<file path="config.mk">
export PLATFORM = sky130hd
export DESIGN_NAME = accel_offset_activity_detect
export DESIGN_NICKNAME = d
export VERILOG_FILES = /design/src/motion_pkg.sv /design/src/axis_trim_compare.sv /design/src/persist_tick.sv /design/src/accel_offset_activity_detect.sv
export SDC_FILE = /design/constraint.sdc
export NUM_CORES = 1
export LEC_CHECK = 0
export ABC_AREA = 1
export BUFFER_PORTS_ARGS = -buffer_cell sky130_fd_sc_hd__buf_2
export CORE_MARGIN = 2
export CORE_UTILIZATION = 30
export DETAILED_ROUTE_END_ITERATION = 10
export PLACE_DENSITY = 0.53
export SYNTH_ARGS = -nofsm -noshare
export SYNTH_HDL_FRONTEND = slang
export SYNTH_HIERARCHICAL = 1
export SYNTH_SLANG_ARGS = --single-unit
</file>
<file path="constraint.sdc">
create_clock -name clk_sys_in -period 7.6 [get_ports clk_sys_in]
set_input_delay 1.52 -clock clk_sys_in [delete_from_list [all_inputs] [get_ports clk_sys_in]]
set_output_delay 1.52 -clock clk_sys_in [all_outputs]
set_load 0.03 [all_outputs]
</file>
<file path="src/motion_pkg.sv">
// constants shared by the offset trim and activity detection block
package motion_pkg;

    // ------------------------------------------------------------------
    // register offsets
    // ------------------------------------------------------------------
    localparam logic [7:0] X_OFFSET_TRIM_ADDR = 8'h20;
    localparam logic [7:0] Y_OFFSET_TRIM_ADDR = 8'h21;
    localparam logic [7:0] Z_OFFSET_TRIM_ADDR = 8'h22;
    localparam logic [7:0] X_MOTION_LIMIT_HIGH_ADDR = 8'h23;
    localparam logic [7:0] X_MOTION_LIMIT_LOW_ADDR = 8'h24;
    localparam logic [7:0] Y_MOTION_LIMIT_HIGH_ADDR = 8'h25;
    localparam logic [7:0] Y_MOTION_LIMIT_LOW_ADDR = 8'h26;
    localparam logic [7:0] Z_MOTION_LIMIT_HIGH_ADDR = 8'h27;
    localparam logic [7:0] Z_MOTION_LIMIT_LOW_ADDR = 8'h28;
    localparam logic [7:0] MOTION_PERSIST_TIME_ADDR = 8'h29;

    // ------------------------------------------------------------------
    // field layout and reset values
    // ------------------------------------------------------------------
    localparam int TRIM_WIDTH = 4;
    localparam int LIMIT_WIDTH = 11;
    localparam int SAMPLE_WIDTH = 12;
    localparam int LIMIT_LOW_LSB = 5;
    localparam int REF_SELECT_BIT = 1;
    localparam int PARTICIPATE_BIT = 0;
    localparam logic [7:0] REG_RESET = 8'h00;

    // ------------------------------------------------------------------
    // timing
    // ------------------------------------------------------------------
    localparam int CLK_HZ = 20_000_000;
    localparam int UNIT_FAST_US = 3300;
    localparam int UNIT_SLOW_US = 6600;
    localparam int UNIT_FAST_CYCLES = UNIT_FAST_US * (CLK_HZ / 1_000_000);
    localparam int UNIT_SLOW_CYCLES = UNIT_SLOW_US * (CLK_HZ / 1_000_000);
    localparam int RATE_WIDTH = 3;
    localparam logic [2:0] RATE_CODE_FAST = 3'h4;

    typedef enum logic [1:0] {
        PERSIST_IDLE = 2'b00,
        PERSIST_COUNT = 2'b01,
        PERSIST_ACTIVE = 2'b10
    } persist_state_t;

endpackage : motion_pkg

</file>
<file path="src/axis_trim_compare.sv">
// one axis: offset trim, optional reference subtraction, limit compare
`timescale 1ns/100ps
`default_nettype none
module axis_trim_compare
    import motion_pkg::*;
#(
    parameter int SW = SAMPLE_WIDTH,
    parameter int LW = LIMIT_WIDTH
) (
    input wire logic clk_sys_in,
    input wire logic reset_in,
    input wire logic ce_in,
    input wire logic sample_valid_in,
    input wire logic [SW-1:0] sample_in,
    input wire logic [TRIM_WIDTH-1:0] trim_in,
    input wire logic [LW-1:0] limit_in,
    input wire logic participate_in,
    input wire logic ref_mode_in,
    input wire logic ref_capture_in,
    output logic [SW-1:0] trimmed_out,
    output logic above_out
);

    logic signed [SW:0] sum_w;
    logic [SW-1:0] trimmed_d;
    logic [SW-1:0] trimmed_q;
    logic [SW-1:0] ref_q;
    logic [SW-1:0] base_w;
    logic signed [SW:0] diff_w;
    logic [SW:0] mag_w;
    logic above_d;
    logic above_q;

    // ------------------------------------------------------------------
    // trim added at the sample lsb, saturating
    // ------------------------------------------------------------------
    assign sum_w = $signed({sample_in[SW-1], sample_in})
        + $signed({{(SW-TRIM_WIDTH+1){trim_in[TRIM_WIDTH-1]}}, trim_in});
    // clamp instead of wrap so a large trim never flips the sign
    assign trimmed_d = (sum_w[SW] != sum_w[SW-1])
        ? {sum_w[SW], {(SW-1){~sum_w[SW]}}} : sum_w[SW-1:0];

    // ------------------------------------------------------------------
    // magnitude against limit
    // ------------------------------------------------------------------
    // the sample that sets the baseline is measured against itself
    assign base_w = ref_capture_in ? trimmed_d : ref_q;
    assign diff_w = ref_mode_in
        ? $signed({trimmed_d[SW-1], trimmed_d})
          - $signed({base_w[SW-1], base_w})
        : $signed({trimmed_d[SW-1], trimmed_d});
    assign mag_w = diff_w[SW] ? SW'(0) - diff_w : diff_w;
    assign above_d = participate_in
        && (mag_w > {{(SW+1-LW){1'b0}}, limit_in});

    always_ff @(posedge clk_sys_in) begin
        if (reset_in) begin
            trimmed_q <= '0;
            ref_q <= '0;
            above_q <= 1'b0;
        end else if (ce_in && sample_valid_in) begin
            trimmed_q <= trimmed_d;
            above_q <= above_d;
            if (ref_capture_in) begin
                ref_q <= trimmed_d;
            end
        end
    end

    assign trimmed_out = trimmed_q;
    assign above_out = above_q;

endmodule : axis_trim_compare
`default_nettype wire

</file>
<file path="src/persist_tick.sv">
// timer unit generator, period chosen by sample rate
`timescale 1ns/100ps
`default_nettype none
module persist_tick
    import motion_pkg::*;
#(
    parameter int FAST_CYCLES = UNIT_FAST_CYCLES,
    parameter int SLOW_CYCLES = UNIT_SLOW_CYCLES,
    parameter int CW = 18
) (
    input wire logic clk_sys_in,
    input wire logic reset_in,
    input wire logic ce_in,
    input wire logic restart_in,
    input wire logic fast_in,
    output logic tick_out
);

    logic [CW-1:0] count_q;
    logic [CW-1:0] last_w;
    logic wrap_w;

    assign last_w = fast_in ? CW'(FAST_CYCLES - 1)
                            : CW'(SLOW_CYCLES - 1);
    assign wrap_w = (count_q >= last_w);

    always_ff @(posedge clk_sys_in) begin
        if (reset_in) begin
            count_q <= '0;
        end else if (ce_in) begin
            if (restart_in || wrap_w) begin
                count_q <= '0;
            end else begin
                count_q <= count_q + CW'(1);
            end
        end
    end

    assign tick_out = ce_in && !restart_in && wrap_w;

endmodule : persist_tick
`default_nettype wire

</file>
<file path="src/accel_offset_activity_detect.sv">
// per-axis offset trim and activity detection with persistence timer
`timescale 1ns/100ps
`default_nettype none
// Operation
// - each axis holds a signed 4-bit trim in its low nibble, added to the data; upper nibble reads zero.
// - each axis limit is an 11-bit unsigned code at 100 mg per code.
// - activity compares the magnitude of each 12-bit signed sample with its limit.
// - the limit is high register bits 10..3 joined with low register bits 7..5 as bits 2..0.
// - the x low limit register bit 1 selects referenced processing when 1, absolute when 0.
// - an axis takes part only when bit 0 of its low limit register is 1.
// - with the timer in use only sustained motion declares activity.
// - motion must stay above the limit for the 8-bit persist count of timer units.
// - the timer unit is 3.3 ms at the 6400 Hz rate and 6.6 ms at 3200 Hz or lower.
// - samples are left-justified 12-bit two's complement values.
module accel_offset_activity_detect
    import motion_pkg::*;
#(
    parameter int FAST_CYCLES = UNIT_FAST_CYCLES,
    parameter int SLOW_CYCLES = UNIT_SLOW_CYCLES
) (
    input wire logic clk_sys_in,
    input wire logic reset_in,
    input wire logic ce_in,
    input wire logic [7:0] reg_addr_in,
    input wire logic reg_write_in,
    input wire logic [7:0] reg_wdata_in,
    input wire logic reg_read_in,
    output logic [7:0] reg_rdata_out,
    input wire logic [RATE_WIDTH-1:0] output_sample_rate_in,
    input wire logic sample_valid_in,
    input wire logic [SAMPLE_WIDTH-1:0] x_sample_in,
    input wire logic [SAMPLE_WIDTH-1:0] y_sample_in,
    input wire logic [SAMPLE_WIDTH-1:0] z_sample_in,
    output logic [SAMPLE_WIDTH-1:0] x_trimmed_out,
    output logic [SAMPLE_WIDTH-1:0] y_trimmed_out,
    output logic [SAMPLE_WIDTH-1:0] z_trimmed_out,
    output logic trimmed_valid_out,
    output logic activity_event_out,
    output logic activity_active_out
);

    // ------------------------------------------------------------------
    // register file
    // ------------------------------------------------------------------
    logic [TRIM_WIDTH-1:0] trim_q [3];
    logic [7:0] limit_high_q [3];
    logic [2:0] limit_low_q [3];
    logic participate_q [3];
    logic motion_reference_select_q;
    logic [7:0] motion_persist_count_q;
    logic [7:0] rdata_d;
    logic [7:0] rdata_q;

    logic [LIMIT_WIDTH-1:0] limit_w [3];
    logic wr_trim_w [3];
    logic wr_high_w [3];
    logic wr_low_w [3];
    logic wr_time_w;

    localparam logic [7:0] TRIM_ADDR [3] = '{X_OFFSET_TRIM_ADDR,
        Y_OFFSET_TRIM_ADDR, Z_OFFSET_TRIM_ADDR};
    localparam logic [7:0] HIGH_ADDR [3] = '{X_MOTION_LIMIT_HIGH_ADDR,
        Y_MOTION_LIMIT_HIGH_ADDR, Z_MOTION_LIMIT_HIGH_ADDR};
    localparam logic [7:0] LOW_ADDR [3] = '{X_MOTION_LIMIT_LOW_ADDR,
        Y_MOTION_LIMIT_LOW_ADDR, Z_MOTION_LIMIT_LOW_ADDR};

    assign wr_time_w = reg_write_in && (reg_addr_in == MOTION_PERSIST_TIME_ADDR);

    for (genvar a = 0; a < 3; a++) begin : g_dec
        assign wr_trim_w[a] = reg_write_in && (reg_addr_in == TRIM_ADDR[a]);
        assign wr_high_w[a] = reg_write_in && (reg_addr_in == HIGH_ADDR[a]);
        assign wr_low_w[a] = reg_write_in && (reg_addr_in == LOW_ADDR[a]);
        assign limit_w[a] = {limit_high_q[a], limit_low_q[a]};

        always_ff @(posedge clk_sys_in) begin
            if (reset_in) begin
                trim_q[a] <= REG_RESET[TRIM_WIDTH-1:0];
                limit_high_q[a] <= REG_RESET;
                limit_low_q[a] <= REG_RESET[2:0];
                participate_q[a] <= 1'b0;
            end else if (ce_in) begin
                if (wr_trim_w[a]) begin
                    trim_q[a] <= reg_wdata_in[TRIM_WIDTH-1:0];
                end
                if (wr_high_w[a]) begin
                    limit_high_q[a] <= reg_wdata_in;
                end
                if (wr_low_w[a]) begin
                    limit_low_q[a] <= reg_wdata_in[7:LIMIT_LOW_LSB];
                    participate_q[a] <= reg_wdata_in[PARTICIPATE_BIT];
                end
            end
        end
    end

    always_ff @(posedge clk_sys_in) begin
        if (reset_in) begin
            motion_reference_select_q <= 1'b0;
            motion_persist_count_q <= REG_RESET;
        end else if (ce_in) begin
            if (wr_low_w[0]) begin
                motion_reference_select_q <= reg_wdata_in[REF_SELECT_BIT];
            end
            if (wr_time_w) begin
                motion_persist_count_q <= reg_wdata_in;
            end
        end
    end

    // ------------------------------------------------------------------
    // read mux; reserved bits and unmapped offsets read zero
    // ------------------------------------------------------------------
    always_comb begin
        rdata_d = 8'h00;
        case (reg_addr_in)
            X_OFFSET_TRIM_ADDR: rdata_d = {4'h0, trim_q[0]};
            Y_OFFSET_TRIM_ADDR: rdata_d = {4'h0, trim_q[1]};
            Z_OFFSET_TRIM_ADDR: rdata_d = {4'h0, trim_q[2]};
            X_MOTION_LIMIT_HIGH_ADDR: rdata_d = limit_high_q[0];
            Y_MOTION_LIMIT_HIGH_ADDR: rdata_d = limit_high_q[1];
            Z_MOTION_LIMIT_HIGH_ADDR: rdata_d = limit_high_q[2];
            X_MOTION_LIMIT_LOW_ADDR: rdata_d = {limit_low_q[0], 3'h0,
                motion_reference_select_q, participate_q[0]};
            Y_MOTION_LIMIT_LOW_ADDR: rdata_d = {limit_low_q[1], 4'h0,
                participate_q[1]};
            Z_MOTION_LIMIT_LOW_ADDR: rdata_d = {limit_low_q[2], 4'h0,
                participate_q[2]};
            MOTION_PERSIST_TIME_ADDR: rdata_d = motion_persist_count_q;
            default: rdata_d = 8'h00;
        endcase
    end

    always_ff @(posedge clk_sys_in) begin
        if (reset_in) begin
            rdata_q <= 8'h00;
        end else if (ce_in && reg_read_in) begin
            rdata_q <= rdata_d;
        end
    end

    assign reg_rdata_out = rdata_q;

    // ------------------------------------------------------------------
    // axis datapaths
    // ------------------------------------------------------------------
    logic [SAMPLE_WIDTH-1:0] sample_w [3];
    logic [SAMPLE_WIDTH-1:0] trimmed_w [3];
    logic above_w [3];
    logic ref_capture_w;
    logic ref_taken_q;
    logic valid_q;

    assign sample_w[0] = x_sample_in;
    assign sample_w[1] = y_sample_in;
    assign sample_w[2] = z_sample_in;

    for (genvar a = 0; a < 3; a++) begin : g_axis
        axis_trim_compare u_axis (
            .clk_sys_in(clk_sys_in),
            .reset_in(reset_in),
            .ce_in(ce_in),
            .sample_valid_in(sample_valid_in),
            .sample_in(sample_w[a]),
            .trim_in(trim_q[a]),
            .limit_in(limit_w[a]),
            .participate_in(participate_q[a]),
            .ref_mode_in(motion_reference_select_q),
            .ref_capture_in(ref_capture_w),
            .trimmed_out(trimmed_w[a]),
            .above_out(above_w[a])
        );
    end

    assign x_trimmed_out = trimmed_w[0];
    assign y_trimmed_out = trimmed_w[1];
    assign z_trimmed_out = trimmed_w[2];

    // ------------------------------------------------------------------
    // persistence timer
    // ------------------------------------------------------------------
    persist_state_t state_q;
    persist_state_t state_d;
    logic [7:0] units_q;
    logic [7:0] units_d;
    logic any_above_w;
    logic fast_w;
    logic tick_w;
    logic restart_w;
    logic event_d;
    logic event_q;

    // reference is retaken on an event declared in a sample cycle, and on the
    // first sample after referenced mode is chosen; that request is held, as a
    // one-cycle strobe would miss it, since samples arrive far apart
    assign ref_capture_w = event_d
        || (motion_reference_select_q && !ref_taken_q);
    assign any_above_w = above_w[0] || above_w[1] || above_w[2];
    assign fast_w = (output_sample_rate_in == RATE_CODE_FAST);
    assign restart_w = (state_q != PERSIST_COUNT);

    persist_tick #(
        .FAST_CYCLES(FAST_CYCLES),
        .SLOW_CYCLES(SLOW_CYCLES)
    ) u_tick (
        .clk_sys_in(clk_sys_in),
        .reset_in(reset_in),
        .ce_in(ce_in),
        .restart_in(restart_w),
        .fast_in(fast_w),
        .tick_out(tick_w)
    );

    always_comb begin
        state_d = state_q;
        units_d = units_q;
        event_d = 1'b0;
        case (state_q)
            PERSIST_IDLE: begin
                units_d = 8'h00;
                if (any_above_w) begin
                    // zero count declares on the first sample above
                    if (motion_persist_count_q == 8'h00) begin
                        state_d = PERSIST_ACTIVE;
                        event_d = 1'b1;
                    end else begin
                        state_d = PERSIST_COUNT;
                    end
                end
            end
            PERSIST_COUNT: begin
                if (!any_above_w) begin
                    state_d = PERSIST_IDLE;
                    units_d = 8'h00;
                end else if (tick_w) begin
                    units_d = units_q + 8'h01;
                    if (units_q + 8'h01 >= motion_persist_count_q) begin
                        state_d = PERSIST_ACTIVE;
                        event_d = 1'b1;
                    end
                end
            end
            PERSIST_ACTIVE: begin
                units_d = 8'h00;
                if (!any_above_w) begin
                    state_d = PERSIST_IDLE;
                end
            end
            default: begin
                state_d = PERSIST_IDLE;
                units_d = 8'h00;
            end
        endcase
    end

    always_ff @(posedge clk_sys_in) begin
        if (reset_in) begin
            state_q <= PERSIST_IDLE;
            units_q <= 8'h00;
            event_q <= 1'b0;
            ref_taken_q <= 1'b0;
            valid_q <= 1'b0;
        end else if (ce_in) begin
            state_q <= state_d;
            units_q <= units_d;
            event_q <= event_d;
            ref_taken_q <= motion_reference_select_q
                && (ref_taken_q || sample_valid_in);
            valid_q <= sample_valid_in;
        end
    end

    assign activity_event_out = event_q;
    assign activity_active_out = (state_q == PERSIST_ACTIVE);
    assign trimmed_valid_out = valid_q;

endmodule : accel_offset_activity_detect
`default_nettype wire

</file>
### Yosys cells after proc, flatten, opt, wreduce, memory -nomap -nowiden

Memories as Yosys holds them, arrays and structs flattened.
Index checks and enable logic that the tools add are counted.

* register bits: 123
* bits in writable memories: 48
* output and inout bits: 47
* memories: 4

* $add $sub $neg: 11
* order comparisons: 5
* equal/unequal tests: 21
* multiplexer cells: 81
* bitwise gates (word level): 15
* reductions and logical operators: 32

Memories
* limit_high_q: words 3, bits a word 8, rd ports 3, clocked after Yosys merged registers in 0, wr ports 3, RTL line accel_offset_activity_detect.sv:46 `logic [7:0] limit_high_q [3];`
* trim_q: words 3, bits a word 4, rd ports 3, clocked after Yosys merged registers in 0, wr ports 3, RTL line accel_offset_activity_detect.sv:45 `logic [TRIM_WIDTH-1:0] trim_q [3];`
* limit_low_q: words 3, bits a word 3, rd ports 3, clocked after Yosys merged registers in 0, wr ports 3, RTL line accel_offset_activity_detect.sv:47 `logic [2:0] limit_low_q [3];`
* participate_q: words 3, bits a word 1, rd ports 3, clocked after Yosys merged registers in 0, wr ports 3, RTL line accel_offset_activity_detect.sv:48 `logic participate_q [3];`

Operator list (count)
* $eq A8 B6 Y1 const B: 10
* $pmux W8 S10: 1
* $mux W13: 6
* $mux W12: 6
* $mux W8: 6
* $mux W1: 46
* $add A12 B4 Y13: 3
* $gt A13 B11 Y1: 3
* $sub A1 B13 Y13 const A: 3
* $sub A12 B12 Y13: 3
* $mux W18: 2
* $logic_and A1 B1 Y1: 19
* $add A18 B1 Y18 const B: 1
* $ge A18 B18 Y1: 1
* $mux W2: 6
* $mux W4: 3
* $or A1 B1 Y1: 12
* $mux W3: 3
* $add A8 B1 Y8 const B: 1
* $ge A8 B8 Y1: 1
* $logic_not A8 Y1: 1
* $ne A3 B3 Y1 const B: 2
* $pmux W2 S3: 1
* $reduce_and A2 Y1: 3
* other kinds (12): 22

### Longest topological paths before layout

Gate-level depths: netlist (run 1).

* word-level depth: 15
* depth in mapped cells: 47
* mapped depth without buffers: 47

### Modules after synthesis

The synthesis (run 1) kept the hierarchy.

Modules (own cells, without submodules)
* axis_trim_compare at g_axis[0].u_axis ...: times used 2, cells each 526, area each 3184.3 um^2
* accel_offset_activity_detect: times used 1, cells each 496, area each 4105.2 um^2
* axis_trim_compare at g_axis[1].u_axis: times used 1, cells each 549, area each 3285.7 um^2
* persist_tick: times used 1, cells each 157, area each 1121.1 um^2

### Worst setup path after synthesis (run 1)

No wires, ideal clock.

* path type: input port to flip-flop
* start: input output_sample_rate_in[1]
* end: register g_axis[0].u_axis.above_q
* arrival: 6638 ps
* required time: 7471 ps
* path slack: 833 ps
* cell stages on the path: 44
* path through: nor3b_1 > inv_1 > ha_1 > nand2_1 > nor2_1 > nand3_1 > nand4_1 > nand2_2 > nor2_1 > nand2_1 > nand2_1 > nand2_1 > o21ai_0 > clkbuf_1 > o21ai_0 > inv_1 > ha_1 > inv_1 > [... 8 more ...] > nand2_1 > nand2_1 > nor2_1 > nand2_1 > nand2_1 > xor2_1 > inv_1 > ha_1 > nand2_1 > nor2_1 > a211oi_1 > nand2_1 > nand3_1 > a32oi_1 > nor2_1 > nand3_1 > nand2_1 > a21oi_2

* word-level cells in the longest chain between the ends: 15

Ends and longest elaborated chain
* start: declaration: RTL line accel_offset_activity_detect.sv:29 `input wire logic [RATE_WIDTH-1:0] output_sample_rate_in,`
* $eq A3 B3 Y1 (*): RTL line accel_offset_activity_detect.sv:198 `assign fast_w = (output_sample_rate_in == RATE_CODE_FAST);`
* $mux W18 (*): RTL line persist_tick.sv:23 `assign last_w = fast_in ? CW'(FAST_CYCLES - 1)`
* $ge A18 B18 Y1 (*): RTL line persist_tick.sv:25 `assign wrap_w = (count_q >= last_w);`
* $logic_and A1 B1 Y1 (*): RTL line persist_tick.sv:39 `assign tick_out = ce_in && !restart_in && wrap_w;`
* via tick_w: RTL line accel_offset_activity_detect.sv:187 `logic tick_w;`
* $mux W1 (*): RTL line accel_offset_activity_detect.sv:234 `end else if (tick_w) begin`
* $mux W1 (*): RTL line accel_offset_activity_detect.sv:231 `if (!any_above_w) begin`
* $pmux W1 S2 (*): RTL line accel_offset_activity_detect.sv:217 `case (state_q)`
* [... 1 more ...]
* via ref_capture_w: RTL line accel_offset_activity_detect.sv:149 `logic ref_capture_w;`
* $mux W12 (*): RTL line axis_trim_compare.sv:47 `assign base_w = ref_capture_in ? trimmed_d : ref_q;`
* via g_axis[0].u_axis.base_w[0]: RTL line axis_trim_compare.sv:28 `logic [SW-1:0] base_w;`
* $sub A12 B12 Y13 (*): RTL line axis_trim_compare.sv:50 `- $signed({base_w[SW-1], base_w})`
* $mux W13 (*): RTL line axis_trim_compare.sv:49 `? $signed({trimmed_d[SW-1], trimmed_d})`
* $sub A1 B13 Y13: RTL line axis_trim_compare.sv:52 `assign mag_w = diff_w[SW] ? SW'(0) - diff_w : diff_w;`
* $mux W13 (*): RTL line axis_trim_compare.sv:52
* $gt A13 B11 Y1 (*): RTL line axis_trim_compare.sv:54 `&& (mag_w > {{(SW+1-LW){1'b0}}, limit_in});`
* $logic_and A1 B1 Y1 (*): RTL line axis_trim_compare.sv:54
* end signal: assignment: RTL line axis_trim_compare.sv:63 `above_q <= above_d;`
* end: declaration: RTL line axis_trim_compare.sv:32 `logic above_q;`

Mark *: on every way through the listed nets, which the timed path passes. The rest lies on a longest branch.
A chain may end at the register's enable or synchronous reset.

### Final worst setup path (run 1)

* start: input x_sample_in[6]
* end: register g_axis[0].u_axis.above_q

* word-level cells in the longest chain between the ends: 10

Ends and longest elaborated chain
* start: declaration: RTL line accel_offset_activity_detect.sv:31 `input wire logic [SAMPLE_WIDTH-1:0] x_sample_in,`
* $add A12 B4 Y13 (*): RTL line axis_trim_compare.sv:38 `+ $signed({{(SW-TRIM_WIDTH+1){trim_in[TRIM_WIDTH-1]}}, trim_in});`
* $ne A1 B1 Y1 / $not A1 Y1 (equally long branches): RTL line axis_trim_compare.sv:40, axis_trim_compare.sv:41
* $mux W12 (*): RTL line axis_trim_compare.sv:41 `? {sum_w[SW], {(SW-1){~sum_w[SW]}}} : sum_w[SW-1:0];`
* $mux W12: RTL line axis_trim_compare.sv:47
* $sub A12 B12 Y13: RTL line axis_trim_compare.sv:50
* $mux W13 (*): RTL line axis_trim_compare.sv:49
* $sub A1 B13 Y13: RTL line axis_trim_compare.sv:52
* $mux W13 (*): RTL line axis_trim_compare.sv:52
* $gt A13 B11 Y1 (*): RTL line axis_trim_compare.sv:54
* $logic_and A1 B1 Y1 (*): RTL line axis_trim_compare.sv:54

Every way passes the cells marked *; elsewhere a longest branch is shown, timed or not.

==> results of run 1 <==
layout make-up:
type	instances	area share, %
Clock buffer	19	2.58
Clock inverter	13	0.752
Inverter	316	7.11
Multi-Input combinational cell	1714	56.8
Sequential cell	171	23.2
Tap cell	664	4.94
Timing Repair Buffer	138	4.57
sequential cells by signal, summed over array words and instances, names as in the netlist, 2 cells and up:
signal / flops
g_axis.u_axis/above_out: 3
g_axis.u_axis/trimmed_out: 36
u_tick/count_q: 18
motion_persist_count_q: 8
limit_high_q: 24
state_q: 2
units_q: 8
g_axis.u_axis/ref_q: 36
trim_q: 12
participate_q: 3
reg_rdata_out: 8
limit_low_q: 9
worst min-delay path by stage:
stage | from | endpoint | slack [ps]
2_1_floorplan | units_q[7] | units_q[7] | 460
3_3_place_gp | reg_rdata_out[7] | reg_rdata_out[7] | 460
3_5_place_dp | reg_rdata_out[2] | reg_rdata_out[2] | 450
4_1_cts | reg_rdata_out[2] | reg_rdata_out[2] | 460
5_1_grt | reg_rdata_out[3] | reg_rdata_out[3] | 490
6_report | reg_rdata_out[2] | reg_rdata_out[2] | 470
kinds of logic (layout without fill, tap and decap cells):
group                    Yosys count  after routing
adder cells (fa/ha/maj)          135            135
multiplexers                       1              1
flip-flops                       171            171
AO/OA/AOI/OAI                    330            330
buffers and inverters            369            486
XOR/XNOR                          70             70
AND/OR/NAND/NOR                 1178           1178
cells in the mapped netlist, drive strengths merged:
library cell  number  area (sq um)
a211oi            12           130
a21boi             1          7.51
a21o               5          37.5
a21oi            131           674
a31oi              7          43.8
a32oi              2          17.5
a41oi              1          8.76
and3               2          12.5
buf               21           160
clkbuf            32           120
clkinv             4          16.3
dfxtp            123          2460
edfxtp            48          1440
fa                 6           120
ha               129          1610
inv              312          1170
mux2i              1          10.0
nand2            608          2400
nand3            218          1230
nand3b            12          90.1
nand4             33           228
nor2             285          1210
nor3               5          30.0
nor3b              1          7.51
nor4               1          6.26
o211ai            12          90.1
o21a               1          7.51
o21ai            147           747
o21bai             7          52.6
o22ai              2          12.5
o31ai              1          12.5
o32ai              1          8.76
or2               13          81.3
xnor2             18           158
xor2              52           455
power groups by stage:
stage               Sequential, mW  Combinational [mW]  Clock [mW]
finish                        1.02                2.86       0.871
global route                  1.03                3.27       0.935
CTS                           1.03                2.82       0.901
detailed placement            1.05                2.80           0
global placement              1.04                2.78           0
floorplan                     1.07                2.10           0
layer usage:
metal | wire, microns | vias up | track usage (%)
li1 | - | 7542 | -
met1 | 20700 | 6593 | 22.4
met2 | 20700 | 268 | 30.2
met3 | 2010 | 49 | 3.33
met4 | 680 | 10 | 4.22
met5 | 69 | - | 0
per-stage QoR:
step | setup slack (ps) | hold slack [ps]
floorplan | 833 | 457
global placement | -83.4 | 456
detailed placement | -95.6 | 452
CTS | 338 | 463
global route | -28.3 | 489
finish | 656 | 469
timing repair:
action,CTS,global route
hold buffers,0,0
resized for setup,0,10
endpoints found under the setup margin,0,2
setup buffers,0,7
critical path, delay by kind of cell:
family	cells	cell delay [ps]
AND/OR/NAND/NOR	18	2000
AO/OA/AOI/OAI	9	1200
adder cells (fa/ha/maj)	4	1440
buffers and inverters	6	750
XOR/XNOR	2	370
==> key figures, run 1 <==
Routing
  – Total wire length: 44100 microns
  – Pre-antenna DRT Iters: 7
  – Iteration-0 DRC Markers: 802
  – Post-route antenna net violation count: 0
  – Routed len/inst: 14.5 microns
  – Drt drc: 0
  – Via Count: 14.5k
  – DR vias/cell: 4.77

Synthesis
  – Post-Synth XOR/XNOR Area: 4.12%
  – Sequential element share of the synthesized area: 26.2%
  – Post-synthesis cell type count: 56
  – Mapped Nets: 2450
  – Largest family of logic cells by synthesized area: simple AND/OR/NAND/NOR gates
  – Yosys reg bits: 171
  – Cell count after synthesis: 2254
  – Multiplexer share of the synthesized area: 0.0673%
  – Compound-cell area share of the yosys netlist: 12.4%
  – Syn avg cell area: 6.60 sq um
  – Synth Area in Simple Gates: 35.6%
  – Netlist Area Pre-Place: 0.0149 sq mm
  – Synth warn: 6
  – Adder-cell area share of the yosys netlist: 11.7%

Power and ir drop
  – Switching share of power: 48.5%
  – Part of the power in registers: 21.5%
  – Cell leakage power: 8.38 nW
  – Peak supply drop: 122 uV
  – Total power: 4.76 mW
  – Cell Pwr Density: 283 mW/mm^2
  – Power share of the clock group: 18.3%
  – P_int: 2.45 mW
  – Comb pwr share: 60.2%
  – Sw power: 2.31 mW

Hold path
  – Worst hold path class: reg -> reg
  – Hold Path Stages: 2

Setup path
  – CP endpoint: g_axis[0].u_axis/above_out
  – CP Class: in -> reg
  – R2R cell count: 38
  – CP Data Arrival Time: 7280 ps
  – FF-to-FF End: g_axis[0].u_axis/above_out
  – Crit path max fanout: 7
  – FF-to-FF Start: trim_q[0][3]
  – CP startpoint kind: input port
  – Critical Path Max Stage Delay: 400 ps
  – Critical Path Slowest Stage Cell: ha_2
  – R2r setup slk: 1070 ps
  – Worst Setup SP: x_sample_in[6]
  – Critical Path Sink Type: flop
  – CP Data Required Time: 7940 ps

Floorplan
  – Die footprint: 0.0514 sq mm
  – # IOs: 108
  – DIE WIDTH: 227 microns
  – Chip Height: 227 microns
  – Initial Util: 30.4%
  – Core box area: 0.0490 sq mm
  – FP Rows: 81

STA
  – Worst Skew: 14.4 ps
  – Worst Tran Pin Value: 1130 ps
  – Tcrit/Tclk final: 91.4%
  – Setup TNS Final: 0 ps
  – Max-slew headroom: 23.7%
  – FMAX: 0.144 GHz
  – Max Transition Viols Final: 0
  – Final period demand of the worst path: 6940 ps
  – Hold Fails Final Rpt: 0
  – Final setup fails: 0

Layout
  – Total Nets Final: 2554
  – Register Area: 0.00390 sq mm
  – Area taken by multi-input logic gates: 0.00955 sq mm
  – Final Cell Area: 0.0168 sq mm
  – Layout Utilization: 34.3%
  – N_diodes: 0
  – Synth-to-Final Area Change: 12.9%
  – Final cell count without fillers: 3035
  – Most common cell after layout, fill and taps aside: nand2_1
  – Fill cell count: 5364
  – Most frequent cells in the layout: nand2_1, inv_1, nor2_1
  – Fraction of layout cells with a size suffix above 1: 13.5%

Clocking
  – H-tree lvl count: 4
  – CTS tree: yes
  – Worst-path clk slew: 70 ps
  – Clock tree sinks: 171
  – Skew-Pair Late Insertion Delay: 470 ps
  – Clk buf depth: 2
  – CTS buffer count: 17
  – Root Driver: clkbuf_16

Global route
  – GRT overflow: 0
  – GRT Total Usage: 17.5%
  – Number of global-route vias before repair: 13.8k
  – Maximum number of pins on one net before global-route repair: 52
  – Antenna violations before repair: 5
  – First-pass GRT wire length: 71000 microns

Placement
  – Hpwl dp: 34700 microns
  – Post-Place Cells: 2996
  – Routability cong.: 0.890
  – Placed Area: 0.0162 sq mm
  – Port Buf Inserts: 107

Run
  – Max Cap Viol: 0

Run status
  – Status: finished, final reports clean
No activity file was read; power rests on OpenSTA's default activity.
==> run 2: changes to the inputs <==
--- a/config.mk
+++ b/config.mk
@@ -10,7 +10,7 @@
 export CORE_MARGIN = 2
 export CORE_UTILIZATION = 30
 export DETAILED_ROUTE_END_ITERATION = 10
-export PLACE_DENSITY = 0.53
+export PLACE_DENSITY = 0.43
 export SYNTH_ARGS = -nofsm -noshare
 export SYNTH_HDL_FRONTEND = slang
 export SYNTH_HIERARCHICAL = 1
==> key figures, run 2 (same netlist as run 1, synthesis figures left out) <==
Run status
  – Status: finished, final reports clean (unchanged)

Layout
  – Final cell count without fillers: 3030 (was 3035)
  – Fraction of layout cells with a size suffix above 1: 13.5% (about the same)
  – Most frequent cells in the layout: nand2_1, inv_1, nor2_1 (unchanged)
  – Most common cell after layout, fill and taps aside: nand2_1 (unchanged)
  – Synth-to-Final Area Change: 12.9% (about the same)
  – N_diodes: 0 (unchanged)
  – Total Nets Final: 2549 (was 2554)

Power and ir drop
  – Switching share of power: 48.0% (was 48.5%)
  – Sw power: 2.29 mW (was 2.31 mW)
  – Part of the power in registers: 21.5% (about the same)
  – Comb pwr share: 59.1% (was 60.2%)
  – P_int: 2.48 mW (was 2.45 mW)
  – Cell Pwr Density: 284 mW/mm^2 (was 283 mW/mm^2)
  – Power share of the clock group: 19.5% (was 18.3%)
  – Cell leakage power: 8.37 nW (was 8.38 nW)
  – Peak supply drop: 153 uV (was 122 uV)

Global route
  – GR Util met1: 24.2% (was 22.4%)
  – Number of global-route vias before repair: 14.0k (was 13.8k)
  – Met2 Track Usage GR: 31.0% (was 30.2%)
  – Busiest metal layer after global routing: met2 (unchanged)
  – GRT Total Usage: 18.5% (was 17.5%)
  – First-pass GRT wire length: 74400 microns (was 71000 microns)
  – Maximum number of pins on one net before global-route repair: 52 (unchanged)
  – Antenna violations before repair: 2 (was 5)
  – GRT overflow: 0 (unchanged)
  – Routing usage on met3: 3.21% (was 3.33%)

STA
  – Tcrit/Tclk final: 91.2% (was 91.4%)
  – Final setup fails: 0 (unchanged)
  – FMAX: 0.144 GHz (about the same)
  – Worst Skew: 15.0 ps (was 14.4 ps)
  – Max-slew headroom: 24.3% (was 23.7%)
  – Worst Tran Pin Value: 1130 ps (about the same)
  – Final period demand of the worst path: 6930 ps (was 6940 ps)
  – Setup TNS Final: 0 ps (unchanged)
  – Max Transition Viols Final: 0 (unchanged)
  – Hold Fails Final Rpt: 0 (unchanged)
  – RSZ-0062 raised after global routing: yes

Setup path
  – CP Class: in -> reg (unchanged)
  – Critical Path Max Stage Delay: 420 ps (was 400 ps)
  – CP startpoint kind: input port (unchanged)
  – R2r setup slk: 1120 ps (was 1070 ps)
  – FF-to-FF Start: trim_q[2][3] (was trim_q[0][3])
  – R2R cell count: 45 (was 38)
  – FF-to-FF End: g_axis[2].u_axis/above_out (was g_axis[0].u_axis/above_out)
  – Critical Path Slowest Stage Cell: fa_1 (was ha_2)
  – Worst Setup SP: z_sample_in[6] (was x_sample_in[6])
  – Critical Path Sink Type: flop (unchanged)
  – CP Data Required Time: 7970 ps (was 7940 ps)
  – Crit path max fanout: 5 (was 7)
  – Worst path most repeated cell: nand2_1
  – CP Data Arrival Time: 7300 ps (was 7280 ps)

Clocking
  – Root Driver: clkbuf_16 (unchanged)
  – Skew-Pair Late Insertion Delay: 500 ps (was 470 ps)
  – Cts hold-fix bufs: 0 (unchanged)
  – CTS buffer count: 17 (unchanged)
  – H-tree lvl count: 4 (unchanged)
  – Worst-path clk slew: 80 ps (was 70 ps)
  – CTS tree: yes (unchanged)
  – Clk buf depth: 2 (unchanged)
  – Clock tree sinks: 171 (unchanged)

Floorplan
  – FP Rows: 81 (unchanged)
  – Core box area: 0.0490 sq mm (unchanged)
  – Initial Util: 30.4% (unchanged)
  – # IOs: 108 (unchanged)
  – Die footprint: 0.0514 sq mm (unchanged)
  – Chip Height: 227 microns (unchanged)
  – DIE WIDTH: 227 microns (unchanged)

Routing
  – Iteration-0 DRC Markers: 716 (was 802)
  – Pre-antenna DRT Iters: 5 (was 7)
  – Via Count: 14.3k (was 14.5k)
  – Total wire length: 45700 microns (was 44100 microns)
  – Routed len/inst: 15.1 microns (was 14.5 microns)
  – Drt drc: 0 (unchanged)
  – Post-route antenna net violation count: 0 (unchanged)
  – DR vias/cell: 4.71 (was 4.77)

Hold path
  – Worst Hold End: reg_rdata_out[1] (was reg_rdata_out[2])
  – Worst hold path class: reg -> reg (unchanged)
  – Hold Path Stages: 2 (unchanged)
  – Hold_sp: reg_rdata_out[1] (was reg_rdata_out[2])

Placement
  – Routability cong.: 0.884 (was 0.890)
  – Hpwl dp: 35900 microns (was 34700 microns)
  – Post-Place Cells: 2993 (was 2996)
  – Port Buf Inserts: 107 (unchanged)

Run
  – Max Cap Viol: 0 (unchanged)
[run 2: cell types whose count changed in the layout (fill, tap and decap cells not counted), sizes merged]
cell and delta:
bufinv +1, buf -5, inv -2, clkinv +1
[run 2: final cells by class]
| type | count | area [sq um] |
|---|---|---|
| Multi-Input combinational cell | 1714 | 9540 |
| Timing Repair Buffer | 133 | 731 |
| Sequential cell | 171 | 3900 |
| Tap cell | 664 | 831 |
| Clock buffer | 19 | 453 |
| Inverter | 316 | 1190 |
| Fill cell | 5400 | 32200 |
| Clock inverter | 13 | 151 |
[run 2: power by group through the flow]
| stage | Clock [mW] | Combinational, mW | Sequential [mW] |
|---|---|---|---|
| after floorplan | 0 | 2.10 | 1.07 |
| after global placement | 0 | 2.79 | 1.05 |
| final | 0.931 | 2.82 | 1.02 |
| after CTS | 0.967 | 2.81 | 1.03 |
| after detailed placement | 0 | 2.79 | 1.05 |
| after global routing | 0.999 | 3.29 | 1.03 |
[run 2: worst max path at each step]
stage               slack (ps)                          to
floorplan                  830  g_axis[0].u_axis/above_out
global placement            60  g_axis[0].u_axis/above_out
detailed placement         -10  g_axis[0].u_axis/above_out
CTS                        490  g_axis[0].u_axis/above_out
global route               -40  g_axis[0].u_axis/above_out
finish                     670  g_axis[2].u_axis/above_out
[run 2: repair_timing]
action                                  CTS  global route
gates resized for setup                   0             9
setup buffers                             0             5
endpoints found under the setup margin    0             3
[run 2: routing by layer]
| layer | share of wire (%) | up-vias |
|---|---|---|
| met3 | 3.4 | 51 |
| li1 | - | 7526 |
| met4 | 2.1 | 4 |
| met1 | 49 | 6481 |
| met2 | 46 | 207 |
| met5 | 0.055 | - |
[run 2: worst max-delay path: cells and delay by family]
kind,cells,cell delay (ps)
AOI/OAI and AO/OA,8,980
xor gates and xnor gates,3,530
adders and majority gates,5,1550
buffers and inverters,8,670
and+or+nand+nor,22,2050
[run 2: through the flow]
step                total power [mW]  util [%]  hold slack [ps]  cell area, sq um  setup slack [ps]
floorplan                       3.17         -              457             14900               833
global placement                3.83      33.0              447             16100              59.1
detailed placement              3.84      33.0              457             16100             -13.6
CTS                             4.80      34.2              469             16700               495
global route                    5.32      34.3              496             16800             -36.1
finish                          4.78      34.3              470             16800               670
==> run 3: changes to the inputs <==
--- a/config.mk
+++ b/config.mk
@@ -8,9 +8,9 @@
 export ABC_AREA = 1
 export BUFFER_PORTS_ARGS = -buffer_cell sky130_fd_sc_hd__buf_2
 export CORE_MARGIN = 2
-export CORE_UTILIZATION = 30
+export CORE_UTILIZATION = 50
 export DETAILED_ROUTE_END_ITERATION = 10
-export PLACE_DENSITY = 0.43
+export PLACE_DENSITY = 0.66
 export SYNTH_ARGS = -nofsm -noshare
 export SYNTH_HDL_FRONTEND = slang
 export SYNTH_HIERARCHICAL = 1
==> key figures, run 3 (same netlist as run 1, synthesis figures left out) <==
STA
  – Hold Fails Final Rpt: 0 (unchanged)
  – Worst Tran Pin Value: 1090 ps (was 1130 ps)
  – FMAX: 0.144 GHz (about the same)
  – Max-slew headroom: 26.7% (was 24.3%)
  – Final setup fails: 0 (unchanged)
  – Max Transition Viols Final: 0 (unchanged)
  – Worst Skew: 15.3 ps (was 15.0 ps)
  – Tcrit/Tclk final: 91.6% (was 91.2%)
  – Final period demand of the worst path: 6960 ps (was 6930 ps)

Routing
  – Post-route antenna net violation count: 0 (unchanged)
  – Iteration-0 DRC Markers: 1176 (was 716)
  – DR vias/cell: 5.32 (was 4.71)
  – Pre-antenna DRT Iters: 5 (unchanged)
  – Drt drc: 0 (unchanged)
  – Total wire length: 40300 microns (was 45700 microns)
  – Routed len/inst: 14.7 microns (was 15.1 microns)
  – Via Count: 14.6k (was 14.3k)

Clocking
  – Clk buf depth: 2 (unchanged)
  – CTS buffer count: 17 (unchanged)
  – H-tree lvl count: 4 (unchanged)
  – Clock tree sinks: 171 (unchanged)
  – CTS tree: yes (unchanged)
  – Worst-path clk slew: 80 ps (about the same)
  – Skew-Pair Late Insertion Delay: 460 ps (was 500 ps)
  – Cts hold-fix bufs: 0 (unchanged)
  – Root Driver: clkbuf_16 (unchanged)

Setup path
  – CP Data Arrival Time: 7280 ps (was 7300 ps)
  – CP Data Required Time: 7920 ps (was 7970 ps)
  – Critical Path Slowest Stage Cell: ha_1 (was fa_1)
  – FF-to-FF End: g_axis[0].u_axis/above_out (was g_axis[2].u_axis/above_out)
  – R2r setup slk: 1080 ps (was 1120 ps)
  – Crit path max fanout: 5 (unchanged)
  – Worst path most repeated cell: nand2_1 (unchanged)
  – CP startpoint kind: input port (unchanged)
  – Critical Path Sink Type: flop (unchanged)
  – R2R cell count: 44 (was 45)
  – Worst Setup SP: x_sample_in[6] (was z_sample_in[6])
  – Critical Path Max Stage Delay: 400 ps (was 420 ps)
  – FF-to-FF Start: trim_q[0][3] (was trim_q[2][3])
  – CP Class: in -> reg (unchanged)

Layout
  – Most common cell after layout, fill and taps aside: nand2_1 (unchanged)
  – Synth-to-Final Area Change: 10.5% (was 12.9%)
  – Fill cell count: 2981 (was 5400)
  – Most frequent cells in the layout: nand2_1, inv_1, nor2_1 (unchanged)
  – Fraction of layout cells with a size suffix above 1: 13.3% (was 13.5%)
  – Layout Utilization: 55.8% (was 34.3%)
  – N_diodes: 0 (unchanged)
  – Final Cell Area: 0.0164 sq mm (was 0.0168 sq mm)
  – Total Nets Final: 2543 (was 2549)

Placement
  – Port Buf Inserts: 107 (unchanged)
  – Hpwl dp: 31200 microns (was 35900 microns)
  – Routability cong.: 0.946 (was 0.884)
  – Placed Area: 0.0157 sq mm (was 0.0161 sq mm)

Power and ir drop
  – Peak supply drop: 162 uV (was 153 uV)
  – Cell leakage power: 8.36 nW (was 8.37 nW)
  – Cell Pwr Density: 290 mW/mm^2 (was 284 mW/mm^2)

Global route
  – Met2 Track Usage GR: 42.4% (was 31.0%)
  – First-pass GRT wire length: 66200 microns (was 74400 microns)
  – Antenna violations before repair: 0 (was 2)
  – Busiest metal layer after global routing: met2 (unchanged)
  – GRT Total Usage: 26.3% (was 18.5%)
  – Number of global-route vias before repair: 13.6k (was 14.0k)
  – GR Util met1: 35.9% (was 24.2%)
  – Maximum number of pins on one net before global-route repair: 52 (unchanged)
  – Routing usage on met3: 3.68% (was 3.21%)
  – GRT overflow: 0 (unchanged)

Floorplan
  – FP Rows: 63 (was 81)
  – # IOs: 108 (unchanged)
  – Die footprint: 0.0312 sq mm (was 0.0514 sq mm)
  – DIE WIDTH: 177 microns (was 227 microns)
  – Initial Util: 50.5% (was 30.4%)
  – Chip Height: 177 microns (was 227 microns)
  – Core box area: 0.0295 sq mm (was 0.0490 sq mm)

Hold path
  – Hold Path Stages: 2 (unchanged)
  – Worst Hold End: trimmed_valid_out (was reg_rdata_out[1])
  – Hold_sp: trimmed_valid_out (was reg_rdata_out[1])
  – Worst hold path class: reg -> reg (unchanged)

Run status
  – Status: finished, final reports clean (unchanged)

Run
  – Max Cap Viol: 0 (unchanged)
-- run 3: cell types whose count changed in the layout (fill, tap and decap cells not counted), moves of 2 or more --
cell      before  now
buf_4         26   20
clkbuf_8       2    0
clkinv_4       0    2
clkinv_8       2    6
inv_12         0    2
inv_6          4    2
-- run 3: area by class of cell --
type / instances / area [sq um] / area share, %
Clock inverter: 14 / 188 / 1.14
Multi-Input combinational cell: 1714 / 9540 / 58.0
Inverter: 316 / 1190 / 7.27
Clock buffer: 18 / 450 / 2.74
Sequential cell: 171 / 3900 / 23.7
Tap cell: 390 / 488 / 2.97
Timing Repair Buffer: 127 / 686 / 4.17
-- run 3: per-stage QoR --
step	hold WS (ps)	setup WS (ps)	instances	setup TNS [ps]	power [mW]
final	471	639	2750	0	4.78
after CTS	471	409	2745	0	4.75
after global placement	448	60.0	2713	0	3.73
after detailed placement	458	-53.6	2713	-53.6	3.77
after global routing	493	-28.0	2750	-28.0	5.23
after floorplan	457	833	2254	0	3.17
-- run 3: worst max path at each step --
stage                                             to  depth (start not counted)  slack (ps)
after global routing      g_axis[2].u_axis/above_out                         47         -30
final                     g_axis[0].u_axis/above_out                         45         640
after CTS                 g_axis[2].u_axis/above_out                         46         410
after detailed placement  g_axis[2].u_axis/above_out                         46         -50
after global placement    g_axis[2].u_axis/above_out                         46          60
after floorplan           g_axis[0].u_axis/above_out                         44         830
-- run 3: per-layer routing --
layer / vias up / share of wire [%]
li1: 7515 / -
met1: 6637 / 47
met2: 409 / 45
met3: 73 / 5.2
met4: 0 / 2.7
met5: - / 0
-- run 3: what timing repair did --
item                                    in CTS  in global routing
endpoints found under the setup margin       0                  2
resized for setup                            0                  8
buffers inserted                             0                  5
-- run 3: report_power, final --
| group | switching (mW) | internal, mW | total (mW) | leakage (nW) |
|---|---|---|---|---|
| registers | 0.0334 | 0.990 | 1.02 | 1.46 |
| logic | 1.81 | 1.00 | 2.81 | 6.59 |
| clock network | 0.471 | 0.471 | 0.942 | 0.307 |
-- run 3: worst max-delay path: cells and delay by family --
kind	cells	cell delay, ps
AND/OR/NAND/NOR	22	2060
AO/OA/AOI/OAI	8	1000
buffers and inverters	7	540
adder cells (fa/ha/maj)	5	1590
XOR/XNOR	3	550
